### config.mk
export PLATFORM = sky130hd
export DESIGN_NAME = cac_core
export DESIGN_NICKNAME = d
export VERILOG_FILES = /design/src/cac_core.v
export VERILOG_INCLUDE_DIRS = /design/src
export SDC_FILE = /design/constraint.sdc
export NUM_CORES = 1
export LEC_CHECK = 0
export BUFFER_PORTS_ARGS = -buffer_cell sky130_fd_sc_hd__buf_4
export CELL_PAD_IN_SITES_DETAIL_PLACEMENT = 0
export CELL_PAD_IN_SITES_GLOBAL_PLACEMENT = 2
export CORE_UTILIZATION = 30
export DETAILED_ROUTE_END_ITERATION = 10
export PLACE_DENSITY = 0.66
export SLEW_MARGIN = 0
export SYNTH_ARGS = -nofsm -noshare
export SYNTH_HDL_FRONTEND = slang
export SYNTH_SLANG_ARGS = --single-unit
### constraint.sdc
create_clock -name mclk -period 4.5 [get_ports mclk]
set_input_delay 0 -clock mclk [delete_from_list [all_inputs] [get_ports mclk]]
set_output_delay 0 -clock mclk [all_outputs]
set_load 0.02 [all_outputs]
### src/cac_defs.vh
`ifndef CAC_DEFS_VH
`define CAC_DEFS_VH
// Register byte addresses on APB
`define CAC_ADDR_CTRL 8'h00
`define CAC_ADDR_MODE 8'h04
`define CAC_ADDR_CNTL 8'h08
`define CAC_ADDR_CNTH 8'h0C
`define CAC_ADDR_MOD0 8'h10
`define CAC_MOD_STRIDE 8'h10
`define CAC_OFF_MMODE 4'h0
`define CAC_OFF_VLOW 4'h4
`define CAC_OFF_VHIGH 4'h8
// array_mode_reg fields
`define CAC_MD_OVF_IE 0
`define CAC_MD_TB_LSB 1
`define CAC_MD_TB_MSB 3
`define CAC_MD_IDLE_STOP 7
// array_control_reg fields
`define CAC_CN_RUN 6
`define CAC_CN_OVF 7
// module_mode_reg fields
`define CAC_MM_FLAG_IE 0
`define CAC_MM_PWM 1
`define CAC_MM_TOG 2
`define CAC_MM_MAT 3
`define CAC_MM_CAPN 4
`define CAC_MM_CAPP 5
`define CAC_MM_ECOM 6
`define CAC_MM_WIDE 7
// Timebase encodings
`define CAC_TB_DIV12 3'h0
`define CAC_TB_DIV4 3'h1
`define CAC_TB_T0OVF 3'h2
`define CAC_TB_EVENT 3'h3
`define CAC_TB_SYSCLK 3'h4
`define CAC_TB_EXTOSC 3'h5
// Divider terminal counts
`define CAC_DIV12_LAST 4'hB
`define CAC_DIV4_LAST 2'h3
`define CAC_OSC_DIV_LAST 3'h7
`endif

### src/cac_core.v
// The APB register port and the register addresses were left to the implementer.
`timescale 1ns/1ps
`include "cac_defs.vh"
module cac_core #(
   parameter NMOD = 5
) (
   // Clock and reset
   input wire mclk,
   input wire rst_n,
   // APB slave
   input wire psel,
   input wire penable,
   input wire pwrite,
   input wire [7:0] paddr,
   input wire [31:0] pwdata,
   output reg [31:0] prdata,
   output reg pready,
   output reg pslverr,
   // Timebase sources and processor state
   input wire timer0_ovf,
   input wire ext_osc_clk,
   input wire external_count_input,
   input wire cpu_idle,
   // Module pins, routing and interrupt
   input wire route_enable,
   input wire [NMOD-1:0] module_pin_in,
   output reg [NMOD-1:0] module_pin_out,
   output reg [NMOD-1:0] module_pin_oe,
   output reg irq
);
   reg [7:0] array_control_ff;
   reg [7:0] array_mode_ff;
   reg [15:0] count_ff;
   reg [7:0] snap_high_ff;
   reg [3:0] div_ff;
   reg [NMOD-1:0] pin_s1_ff, pin_s2_ff, pin_s3_ff;
   reg [2:0] evt_ff, osc_ff;
   reg [2:0] osc_div_ff;
   reg [1:0] evt_gap_ff;
   reg [7:0] mmode_ff [0:NMOD-1];
   reg [15:0] mval_ff [0:NMOD-1];
   reg [NMOD-1:0] flag_ff;
   reg [NMOD-1:0] pout_ff;
   reg tick;
   reg [31:0] nxt_prdata;
   reg bad_addr;
   wire acc = psel & penable;
   wire wr = acc & pwrite;
   wire rd = psel & ~penable & ~pwrite; // Read setup, same edge that latches prdata
   wire [2:0] tsel = array_mode_ff[`CAC_MD_TB_MSB:`CAC_MD_TB_LSB];
   wire evt_fall = evt_ff[2] & ~evt_ff[1];
   wire osc_rise = ~osc_ff[2] & osc_ff[1];
   wire running = array_control_ff[`CAC_CN_RUN] & ~(array_mode_ff[`CAC_MD_IDLE_STOP] & cpu_idle);
   wire step = running & tick;
   wire wrap = step & (count_ff == 16'hFFFF);
   wire [15:0] cnt_inc = count_ff + 16'h0001;
   wire [NMOD-1:0] cap_hit;
   wire [NMOD-1:0] cmp_hit;
   wire [NMOD-1:0] low_wrap_hit;
   wire [NMOD-1:0] irq_terms;
   wire [3:0] msel = paddr[7:4] - 4'h1;
   wire mod_space = (paddr >= `CAC_ADDR_MOD0) && (msel < NMOD);

   // Timebase tick selection
   // timebase source select
   always @*
   begin
      case (tsel)
         `CAC_TB_DIV12: tick = (div_ff == `CAC_DIV12_LAST);
         `CAC_TB_DIV4: tick = (div_ff[1:0] == `CAC_DIV4_LAST);
         `CAC_TB_T0OVF: tick = timer0_ovf;
         `CAC_TB_EVENT: tick = evt_fall & (evt_gap_ff == 2'h0);
         `CAC_TB_SYSCLK: tick = 1'b1;
         `CAC_TB_EXTOSC: tick = osc_rise & (osc_div_ff == `CAC_OSC_DIV_LAST);
         default: tick = 1'b0;
      endcase
   end

   // Prescalers and input synchronisers
   // two-stage sync then edge
   always @(posedge mclk or negedge rst_n)
   begin
      if (!rst_n)
      begin
         div_ff <= 4'h0;
         evt_ff <= 3'h0; // Low, so a high idle pin gives no false fall
         osc_ff <= 3'h0;
         osc_div_ff <= 3'h0;
         evt_gap_ff <= 2'h0;
         pin_s1_ff <= {NMOD{1'b0}};
         pin_s2_ff <= {NMOD{1'b0}};
         pin_s3_ff <= {NMOD{1'b0}};
      end
      else
      begin
         div_ff <= (div_ff == `CAC_DIV12_LAST) ? 4'h0 : div_ff + 4'h1;
         evt_ff <= {evt_ff[1:0], external_count_input};
         osc_ff <= {osc_ff[1:0], ext_osc_clk};
         if (osc_rise)
            osc_div_ff <= osc_div_ff + 3'h1;
         // Event counting limited to sysclk/4
         if (evt_fall && evt_gap_ff == 2'h0)
            evt_gap_ff <= `CAC_DIV4_LAST;
         else if (evt_gap_ff != 2'h0)
            evt_gap_ff <= evt_gap_ff - 2'h1;
         pin_s1_ff <= module_pin_in;
         pin_s2_ff <= pin_s1_ff;
         pin_s3_ff <= pin_s2_ff;
      end
   end

   // Counter, snapshot and array control
   always @(posedge mclk or negedge rst_n)
   begin
      if (!rst_n)
      begin
         count_ff <= 16'h0000;
         snap_high_ff <= 8'h00;
         array_control_ff <= 8'h00;
         array_mode_ff <= 8'h00;
      end
      else
      begin
         if (wr && paddr == `CAC_ADDR_CNTL)
            count_ff <= {count_ff[15:8], pwdata[7:0]};
         else if (wr && paddr == `CAC_ADDR_CNTH)
            count_ff <= {pwdata[7:0], count_ff[7:0]};
         else if (step)
            count_ff <= cnt_inc;
         if (rd && paddr == `CAC_ADDR_CNTL)
            snap_high_ff <= count_ff[15:8];
         if (wr && paddr == `CAC_ADDR_MODE)
            array_mode_ff <= pwdata[7:0];
         if (wr && paddr == `CAC_ADDR_CTRL)
            array_control_ff[`CAC_CN_RUN] <= pwdata[`CAC_CN_RUN];
         if (wrap)
            array_control_ff[`CAC_CN_OVF] <= 1'b1;
         else if (wr && paddr == `CAC_ADDR_CTRL)
            array_control_ff[`CAC_CN_OVF] <= pwdata[`CAC_CN_OVF];
      end
   end

   // Per-module capture, compare and PWM
   // five independent modules
   genvar g;
   generate
      for (g = 0; g < NMOD; g = g + 1)
      begin : g_mod
         wire [7:0] mm = mmode_ff[g];
         wire is_cap = ~mm[`CAC_MM_MAT] & ~mm[`CAC_MM_TOG] & ~mm[`CAC_MM_PWM];
         wire rise = pin_s2_ff[g] & ~pin_s3_ff[g];
         wire fall = ~pin_s2_ff[g] & pin_s3_ff[g];
         wire ecom = mm[`CAC_MM_ECOM];
         wire capsz = ~mm[`CAC_MM_CAPP] & ~mm[`CAC_MM_CAPN];
         wire pwm = ecom & capsz & mm[`CAC_MM_PWM] & ~mm[`CAC_MM_TOG];
         wire freq = ecom & capsz & mm[`CAC_MM_PWM] & mm[`CAC_MM_TOG];
         wire wide = mm[`CAC_MM_WIDE];
         wire hit_me = wr & mod_space & (msel == g);
         assign cap_hit[g] = is_cap & ((mm[`CAC_MM_CAPP] & rise) | (mm[`CAC_MM_CAPN] & fall));
         assign cmp_hit[g] = step & ecom & capsz & ~mm[`CAC_MM_PWM] & mm[`CAC_MM_MAT] & (cnt_inc == mval_ff[g]);
         assign low_wrap_hit[g] = step & (cnt_inc[7:0] == 8'h00);
         assign irq_terms[g] = flag_ff[g] & mm[`CAC_MM_FLAG_IE];
         always @(posedge mclk or negedge rst_n)
         begin
            if (!rst_n)
            begin
               mmode_ff[g] <= 8'h00;
               mval_ff[g] <= 16'h0000;
               flag_ff[g] <= 1'b0;
               pout_ff[g] <= 1'b0;
            end
            else
            begin
               if (hit_me && paddr[3:0] == `CAC_OFF_MMODE)
                  mmode_ff[g] <= pwdata[7:0];
               else if (hit_me && paddr[3:0] == `CAC_OFF_VLOW)
                  mmode_ff[g][`CAC_MM_ECOM] <= 1'b0;
               else if (hit_me && paddr[3:0] == `CAC_OFF_VHIGH)
                  mmode_ff[g][`CAC_MM_ECOM] <= 1'b1;
               if (cap_hit[g])
                  mval_ff[g] <= count_ff;
               else if (hit_me && paddr[3:0] == `CAC_OFF_VLOW)
                  mval_ff[g] <= {mval_ff[g][15:8], pwdata[7:0]};
               else if (hit_me && paddr[3:0] == `CAC_OFF_VHIGH)
                  mval_ff[g] <= {pwdata[7:0], mval_ff[g][7:0]};
               else if (freq && step && cnt_inc[7:0] == mval_ff[g][7:0])
                  mval_ff[g] <= {mval_ff[g][15:8], mval_ff[g][7:0] + mval_ff[g][15:8]};
               else if (pwm && !wide && low_wrap_hit[g])
                  mval_ff[g] <= {mval_ff[g][15:8], mval_ff[g][15:8]};
               if (cap_hit[g] || cmp_hit[g])
                  flag_ff[g] <= 1'b1;
               else if (wr && paddr == `CAC_ADDR_CTRL)
                  flag_ff[g] <= pwdata[g];
               if (cmp_hit[g] && mm[`CAC_MM_TOG])
                  pout_ff[g] <= ~pout_ff[g];
               else if (freq && step && cnt_inc[7:0] == mval_ff[g][7:0])
                  pout_ff[g] <= ~pout_ff[g];
               else if (pwm && !wide && step && cnt_inc[7:0] == mval_ff[g][7:0])
                  pout_ff[g] <= 1'b1;
               else if (pwm && wide && step && cnt_inc == mval_ff[g])
                  pout_ff[g] <= 1'b1;
               else if (pwm && ((!wide && low_wrap_hit[g]) || (wide && wrap)))
                  pout_ff[g] <= 1'b0;
            end
         end
      end
   endgenerate

   // APB read mux
   // pin level readable
   always @*
   begin
      nxt_prdata = 32'h00000000;
      bad_addr = 1'b0;
      case (paddr)
         `CAC_ADDR_CTRL: nxt_prdata[7:0] = {array_control_ff[7:6], 1'b0, flag_ff};
         `CAC_ADDR_MODE: nxt_prdata[7:0] = array_mode_ff;
         `CAC_ADDR_CNTL: nxt_prdata[7:0] = count_ff[7:0];
         `CAC_ADDR_CNTH: nxt_prdata[7:0] = snap_high_ff;
         default:
         begin
            if (mod_space && paddr[3:0] == `CAC_OFF_MMODE)
               nxt_prdata[7:0] = mmode_ff[msel[2:0]];
            else if (mod_space && paddr[3:0] == `CAC_OFF_VLOW)
               nxt_prdata[7:0] = mval_ff[msel[2:0]][7:0];
            else if (mod_space && paddr[3:0] == `CAC_OFF_VHIGH)
            begin
               nxt_prdata[7:0] = mval_ff[msel[2:0]][15:8];
               nxt_prdata[8 +: NMOD] = pin_s2_ff;
            end
            else
               bad_addr = 1'b1;
         end
      endcase
   end

   // Registered outputs
   always @(posedge mclk or negedge rst_n)
   begin
      if (!rst_n)
      begin
         prdata <= 32'h00000000;
         pready <= 1'b0;
         pslverr <= 1'b0;
         module_pin_out <= {NMOD{1'b0}};
         module_pin_oe <= {NMOD{1'b0}};
         irq <= 1'b0;
      end
      else
      begin
         pready <= psel & ~penable;
         pslverr <= psel & ~penable & bad_addr;
         prdata <= (psel & ~penable & ~pwrite) ? nxt_prdata : 32'h00000000;
         module_pin_out <= pout_ff;
         module_pin_oe <= {NMOD{route_enable}} & pin_drive_mask(1'b0);
         irq <= (array_control_ff[`CAC_CN_OVF] & array_mode_ff[`CAC_MD_OVF_IE]) | (|irq_terms);
      end
   end

   // Pins driven only in compare-output modes
   function [NMOD-1:0] pin_drive_mask;
      input dummy;
      integer i;
      begin
         for (i = 0; i < NMOD; i = i + 1)
            pin_drive_mask[i] = mmode_ff[i][`CAC_MM_ECOM] & (mmode_ff[i][`CAC_MM_TOG] | mmode_ff[i][`CAC_MM_PWM]);
      end
   endfunction
endmodule // cac_core

# After elaboration in Yosys (flattened, before gate mapping)
# Index checks and enable logic that the tools add are counted.
[word_totals]
regBits = 220
word_cells = 534
input_bits = 55
[classes]
muxes = 102
bitwise = 175
n_addsub = 10
n_reduce_logical = 155
eq_ne = 39
n_lt_le_gt_ge = 3
[ops]
columns = ["operator", "n"]
rows = [
  ["16-bit two-way mux", 19],
  ["8-bit two-way mux", 15],
  ["1-bit AND", 116],
  ["1-bit logical AND", 90],
  ["16-bit == test", 5],
  ["1-bit two-way mux", 56],
  ["16-bit binary-select mux with 3-bit select", 1],
  ["1-bit NOT", 46],
  ["8-bit adder", 5],
  ["8-bit == test", 5],
  ["8-bit one-hot mux with 4 select lines", 1],
  ["2-bit nonzero test", 15],
  ["13-bit two-way mux", 2],
  ["5-bit nonzero test", 5],
  ["8-bit binary-select mux with 3-bit select", 1],
  ["2-bit AND reduction", 12],
  ["4-bit nonzero test", 5],
  ["16-bit by 1-bit adder with 16-bit output (second input constant)", 1],
  ["16-bit == test (second input constant)", 1],
  ["8-bit by 4-bit == test with 1-bit output (second input constant)", 2],
  ["8-bit logical NOT", 2],
  ["5-bit two-way mux", 3],
  ["3-bit inequality test (second input constant)", 5],
  ["3-bit nonzero test", 5],
  ["30 further kinds", 66],
]

# Longest topological paths before layout
[logic_depth]
ltp_word = 14
depth_mapped = 14
mapped_depth_nobuf = 10

# Worst setup path after synthesis
# No wires, ideal clock.
[synth_timing]
kind = "in2reg"
start = "in paddr[4]"
end = "reg mval_ff[16] (netlist name)"
t_arrival_ps = 3362
path_slack_ps = 1013
path_stages = 13
cell_sequence = "buf_2 buf_1 inv_1 ha_1 xnor2_1 and4_1 clkbuf_1 and2_1 clkbuf_1 nor3b_2 a21o_1 buf_2 mux2_2"
[synth_between]
elab_chain_len = 8
[synth_rtl]
columns = ["item", "line", "source"]
rows = [
  ["start, declared", "cac_core.v:14", "input wire [7:0] paddr,"],
  ["4-bit by 1-bit subtractor with 4-bit output", "cac_core.v:61", "wire [3:0] msel = paddr[7:4] - 4'h1;"],
  ["4-bit by 3-bit less-than comparator with 1-bit output", "cac_core.v:62", "wire mod_space = (paddr >= `CAC_ADDR_MOD0) && (msel < NMOD);"],
  ["1-bit logical AND", "cac_core.v:62", ""],
  ["1-bit AND", "cac_core.v:158", "wire hit_me = wr & mod_space & (msel == g);"],
  ["1-bit AND *", "cac_core.v:158", ""],
  ["1-bit logical AND (no line)", "n/a", ""],
  ["3-bit inequality test (no line), or another cell as far along", "n/a", ""],
  ["2-bit AND reduction (no line) / 16-bit two-way mux (equally long branches)", "n/a", ""],
  ["end signal, assigned by index", "cac_core.v:181", "mval_ff[g] <= count_ff;"],
  ["end signal, assigned by index", "cac_core.v:183", "mval_ff[g] <= {mval_ff[g][15:8], pwdata[7:0]};"],
  ["end signal, assigned by index", "cac_core.v:185", "mval_ff[g] <= {pwdata[7:0], mval_ff[g][7:0]};"],
  ["end, declared", "cac_core.v:41", "reg [15:0] mval_ff [0:NMOD-1];"],
]
# Mark *: on every way between the ends. The rest lies on a longest branch, timed or not. The select of a mux whose other input is x is not followed.
# A chain may end at the register's enable or synchronous reset.

# Worst setup path after layout
[layout_timing]
start = "reg count_ff[1]"
end = "reg mval_ff[70] (netlist name)"
[layout_between]
elab_chain_len = 7
[layout_rtl]
columns = ["item", "line", "source"]
rows = [
  ["start, declared", "cac_core.v:33", "reg [15:0] count_ff;"],
  ["start signal, assigned", "cac_core.v:125", "count_ff <= {count_ff[15:8], pwdata[7:0]};"],
  ["start signal, assigned", "cac_core.v:127", "count_ff <= {pwdata[7:0], count_ff[7:0]};"],
  ["start signal, assigned", "cac_core.v:129", "count_ff <= cnt_inc;"],
  ["16-bit by 1-bit adder with 16-bit output *", "cac_core.v:56", "wire [15:0] cnt_inc = count_ff + 16'h0001;"],
  ["8-bit == test", "cac_core.v:186", "else if (freq && step && cnt_inc[7:0] == mval_ff[g][7:0])"],
  ["1-bit logical AND", "cac_core.v:186", ""],
  ["8-bit two-way mux", "cac_core.v:186", ""],
  ["16-bit two-way mux", "cac_core.v:184", "else if (hit_me && paddr[3:0] == `CAC_OFF_VHIGH)"],
  ["16-bit two-way mux", "cac_core.v:182", "else if (hit_me && paddr[3:0] == `CAC_OFF_VLOW)"],
  ["16-bit two-way mux", "cac_core.v:180", "if (cap_hit[g])"],
]
# Marked as above.

==> flow_summary.yaml <==
run_status:
  outcome: "complete, no violations"
timing:
  maxSlewViolCount: 0
  timing.hold.ws_ps: 53.4
  worst_pin_slew_ps: 1190
  setup_violations: 0
  tns_ps: 0
  fin_skew_ps: 38.2
  fmax_mhz: 255
  worst_slack_ps: 578
  grt_setup_unrepaired: "false"
  post-route-period-util_pct: 87.2
  period_minus_slack_ps: 3920
  maxSlewHeadroom_pct: 19.8
  final-hold-violation-count: 0
layout:
  areaGrowthSynthToFinish_pct: 16.5
  drive_above_1_share_pct: 18.0
  multiInputGateArea_sq_um: 9340
  num-fill-cells: 5175
  final-seq-area_sq_um: 5510
  post-route-util_pct: 35.7
  nNetsFinal: 1805
drt:
  wire_per_inst_um: 27.3
  vias: 13800
  ant_nets: 0
  drc: 0
  via_per_inst: 5.75
  drt_pass1_iterations: 5
  drt-initial-drc-count: 1391
  routed_wl_mm: 65.4
yosys:
  synth.top_cells.by_area: "dfrtp_1 36%, mux2_2 6.1%, a21oi_1 4.3%"
  yosysTopAreaCellShare_pct: 35.6
  yosysTopAreaCell: "dfrtp_1"
  synth_common_cells: "220 x dfrtp_1, 142 x nand2_1, 133 x a21oi_1"
  synth-main-ff-cell: "dfrtp_1"
  synth_edf_count: 0
  ys_seq_elements: 220
  netlist_area_sq_um: 15400
  yosysWarnings: 0
  yosysMostFrequentCell: "dfrtp_1"
  synth_cells: 1631
  synth.avg_cell_area_sq_um: 9.47
  seq_area_frac_synth_pct: 35.6
  ys_async_sr_fraction_pct: 100
  synthDistinctLibCells: 87
die:
  die_area_sq_um: 52400
  die_w_um: 229
  die_y_um: 229
  fp-row-count: 82
  start_util_pct: 30.6
  ioPinCount: 100
  coreArea_sq_um: 50500
global_routing:
  grt_pass1_wl_mm: 95.6
  grt_pass1_vias: 13400
  grt_max_degree: 120
  track_usage_pct: 24.7
  grt_overflow: 0
  antenna_found_initial: 2
power:
  p_per_area_nw_per_um2: 366
  peakVddDrop_mv: 0.309
  p_leak_uw: 0.00765
  power_uw: 6590
worst_setup_path:
  critical_path.slowest_cell: "a211oi_1"
  cp_common_cell: "and4_1"
  cp.arrival_ps: 4360
  crit_type: "flop to flop"
  start_kind: "flop"
  crit_path_max_incr_delay_ps: 580
  crit_path_end_kind: "flop"
  path_cells: "ha_1 > and4_1 > xnor3_1 > o211ai_1 > a211oi_1 > and4_1 > mux2_2 > a221oi_1 > o21ai_0"
  cp.required_ps: 4940
  crit_fanout: 10
clocking:
  clkLatencyLatePin_ps: 600
  cts_sinks: 220
  cts_made_buffers: 28
  cts.path.max_buffers: 3
  cts_setup_buffers: 0
  clk_pin_slew_ps: 60
  cts-root-buf: "clkbuf_16"
  htree_num_levels: 1
  cts_tree: "done"
placed_design:
  place_worst_setup_slack_ps: 648
  port_buffers: 56
  gp_congestion: 0.939
  post-dp-hpwl_mm: 47.3
run:
  drv_cap: 0
min_path:
  min_path_type: "input pin to asynchronous set/reset pin"
-- routing by layer --
metal | routed length, um | GRT usage, % | vias to the layer above
met2 | 29300 | 38.7 | 558
met3 | 4200 | 3.26 | 108
met4 | 2370 | 8.71 | 2
li1 | - | - | 6164
met5 | 13 | 0 | -
met1 | 29500 | 34.8 | 6923
-- final cells by class --
class	instances	share of cell area, %
multi-input combinational	1265	51.9
sequential	220	30.6
timing repair buffer	151	6.80
tap	672	4.67
clock buffer	40	4.59
clock inverter	12	0.799
inverter	32	0.667
antenna	1	0.0139
-- sequential cells by signal, summed over array words and instances (netlist names) --
register,flops
pin_s2_ff,5
flag_ff,5
pslverr,1
evt_gap_ff,2
array_mode_ff,8
module_pin_out,5
evt_ff,3
g_mod.mm,40
mval_ff,80
pready,1
pin_s3_ff,5
snap_high_ff,8
array_control_ff,2
count_ff,16
osc_div_ff,3
irq,1
osc_ff,3
pout_ff,5
div_ff,4
prdata,13
pin_s1_ff,5
module_pin_oe,5
-- through the flow --
step	cell area (sq um)	instances
CTS	18000	2392
global placement	16800	2317
detailed placement	16800	2317
global route	18000	2392
finish	18000	2393
floorplan	15500	1649
-- worst paths after layout --
check / endpoint / depth (start not counted) / startpoint / slack, ps
setup / recovery: mval_ff[70] / 9 / count_ff[1] / 580
hold / removal: pin_s1_ff[0] / 2 / rst_n / 50
setup reg to reg: mval_ff[70] / 9 / count_ff[1] / 580
hold reg to reg: pin_s2_ff[2] / 0 / pin_s1_ff[2] / 350
max in group asynchronous: mval_ff[8] / 3 / rst_n / 3240
min in group mclk: pin_s1_ff[2] / 2 / module_pin_in[2] / 60
-- power breakdown --
part / switching, uW / internal [uW] / total [uW]
logic: 885 / 817 / 1700
clock network: 972 / 1390 / 2370
registers: 358 / 2160 / 2520
total: 2220 / 4370 / 6590
-- cells in the final DEF, fill, tap and decap left out, types with 28 or more instances in the layout --
| cell | n |
|---|---|
| a21oi_1 | 133 |
| xnor2_1 | 70 |
| xor2_1 | 36 |
| nor3_1 | 30 |
| nor2_1 | 106 |
| ha_1 | 47 |
| buf_4 | 125 |
| dfrtp_1 | 220 |
| mux2_2 | 83 |
| nand2_1 | 142 |
| and3_1 | 37 |
| clkbuf_16 | 28 |
| inv_1 | 31 |
| o21ai_0 | 81 |
| nand3_1 | 53 |
-- repair_timing --
action,CTS,global route
hold buffers,23,0
hold endpoints to repair,163,0
resized for setup,0,0
-- critical path, delay by kind of cell (launching register included) --
| family | cells | cell delay, ps |
|---|---|---|
| AOI/OAI and AO/OA | 4 | 1100 |
| xor gates and xnor gates | 1 | 210 |
| muxes | 1 | 390 |
| adders and majority gates | 1 | 480 |
| DFF | 1 | 460 |
| and+or+nand+nor | 2 | 1140 |
-- kinds of logic (layout without fill, tap and decap cells) --
kind of cell             count (synthesis)  in the layout  share of synthesized area [%]
AO/OA/AOI/OAI                          433            433                           18.5
XOR/XNOR                               124            124                           8.54
adder cells (fa/ha/maj)                 52             52                           4.45
buffers and inverters                  164            235                           4.77
flip-flops                             220            220                           35.6
multiplexers                           133            133                           11.2
other                                    1             20                         0.0243
AND/OR/NAND/NOR                        504            504                           16.8
Power figures use the tool's default switching activity.
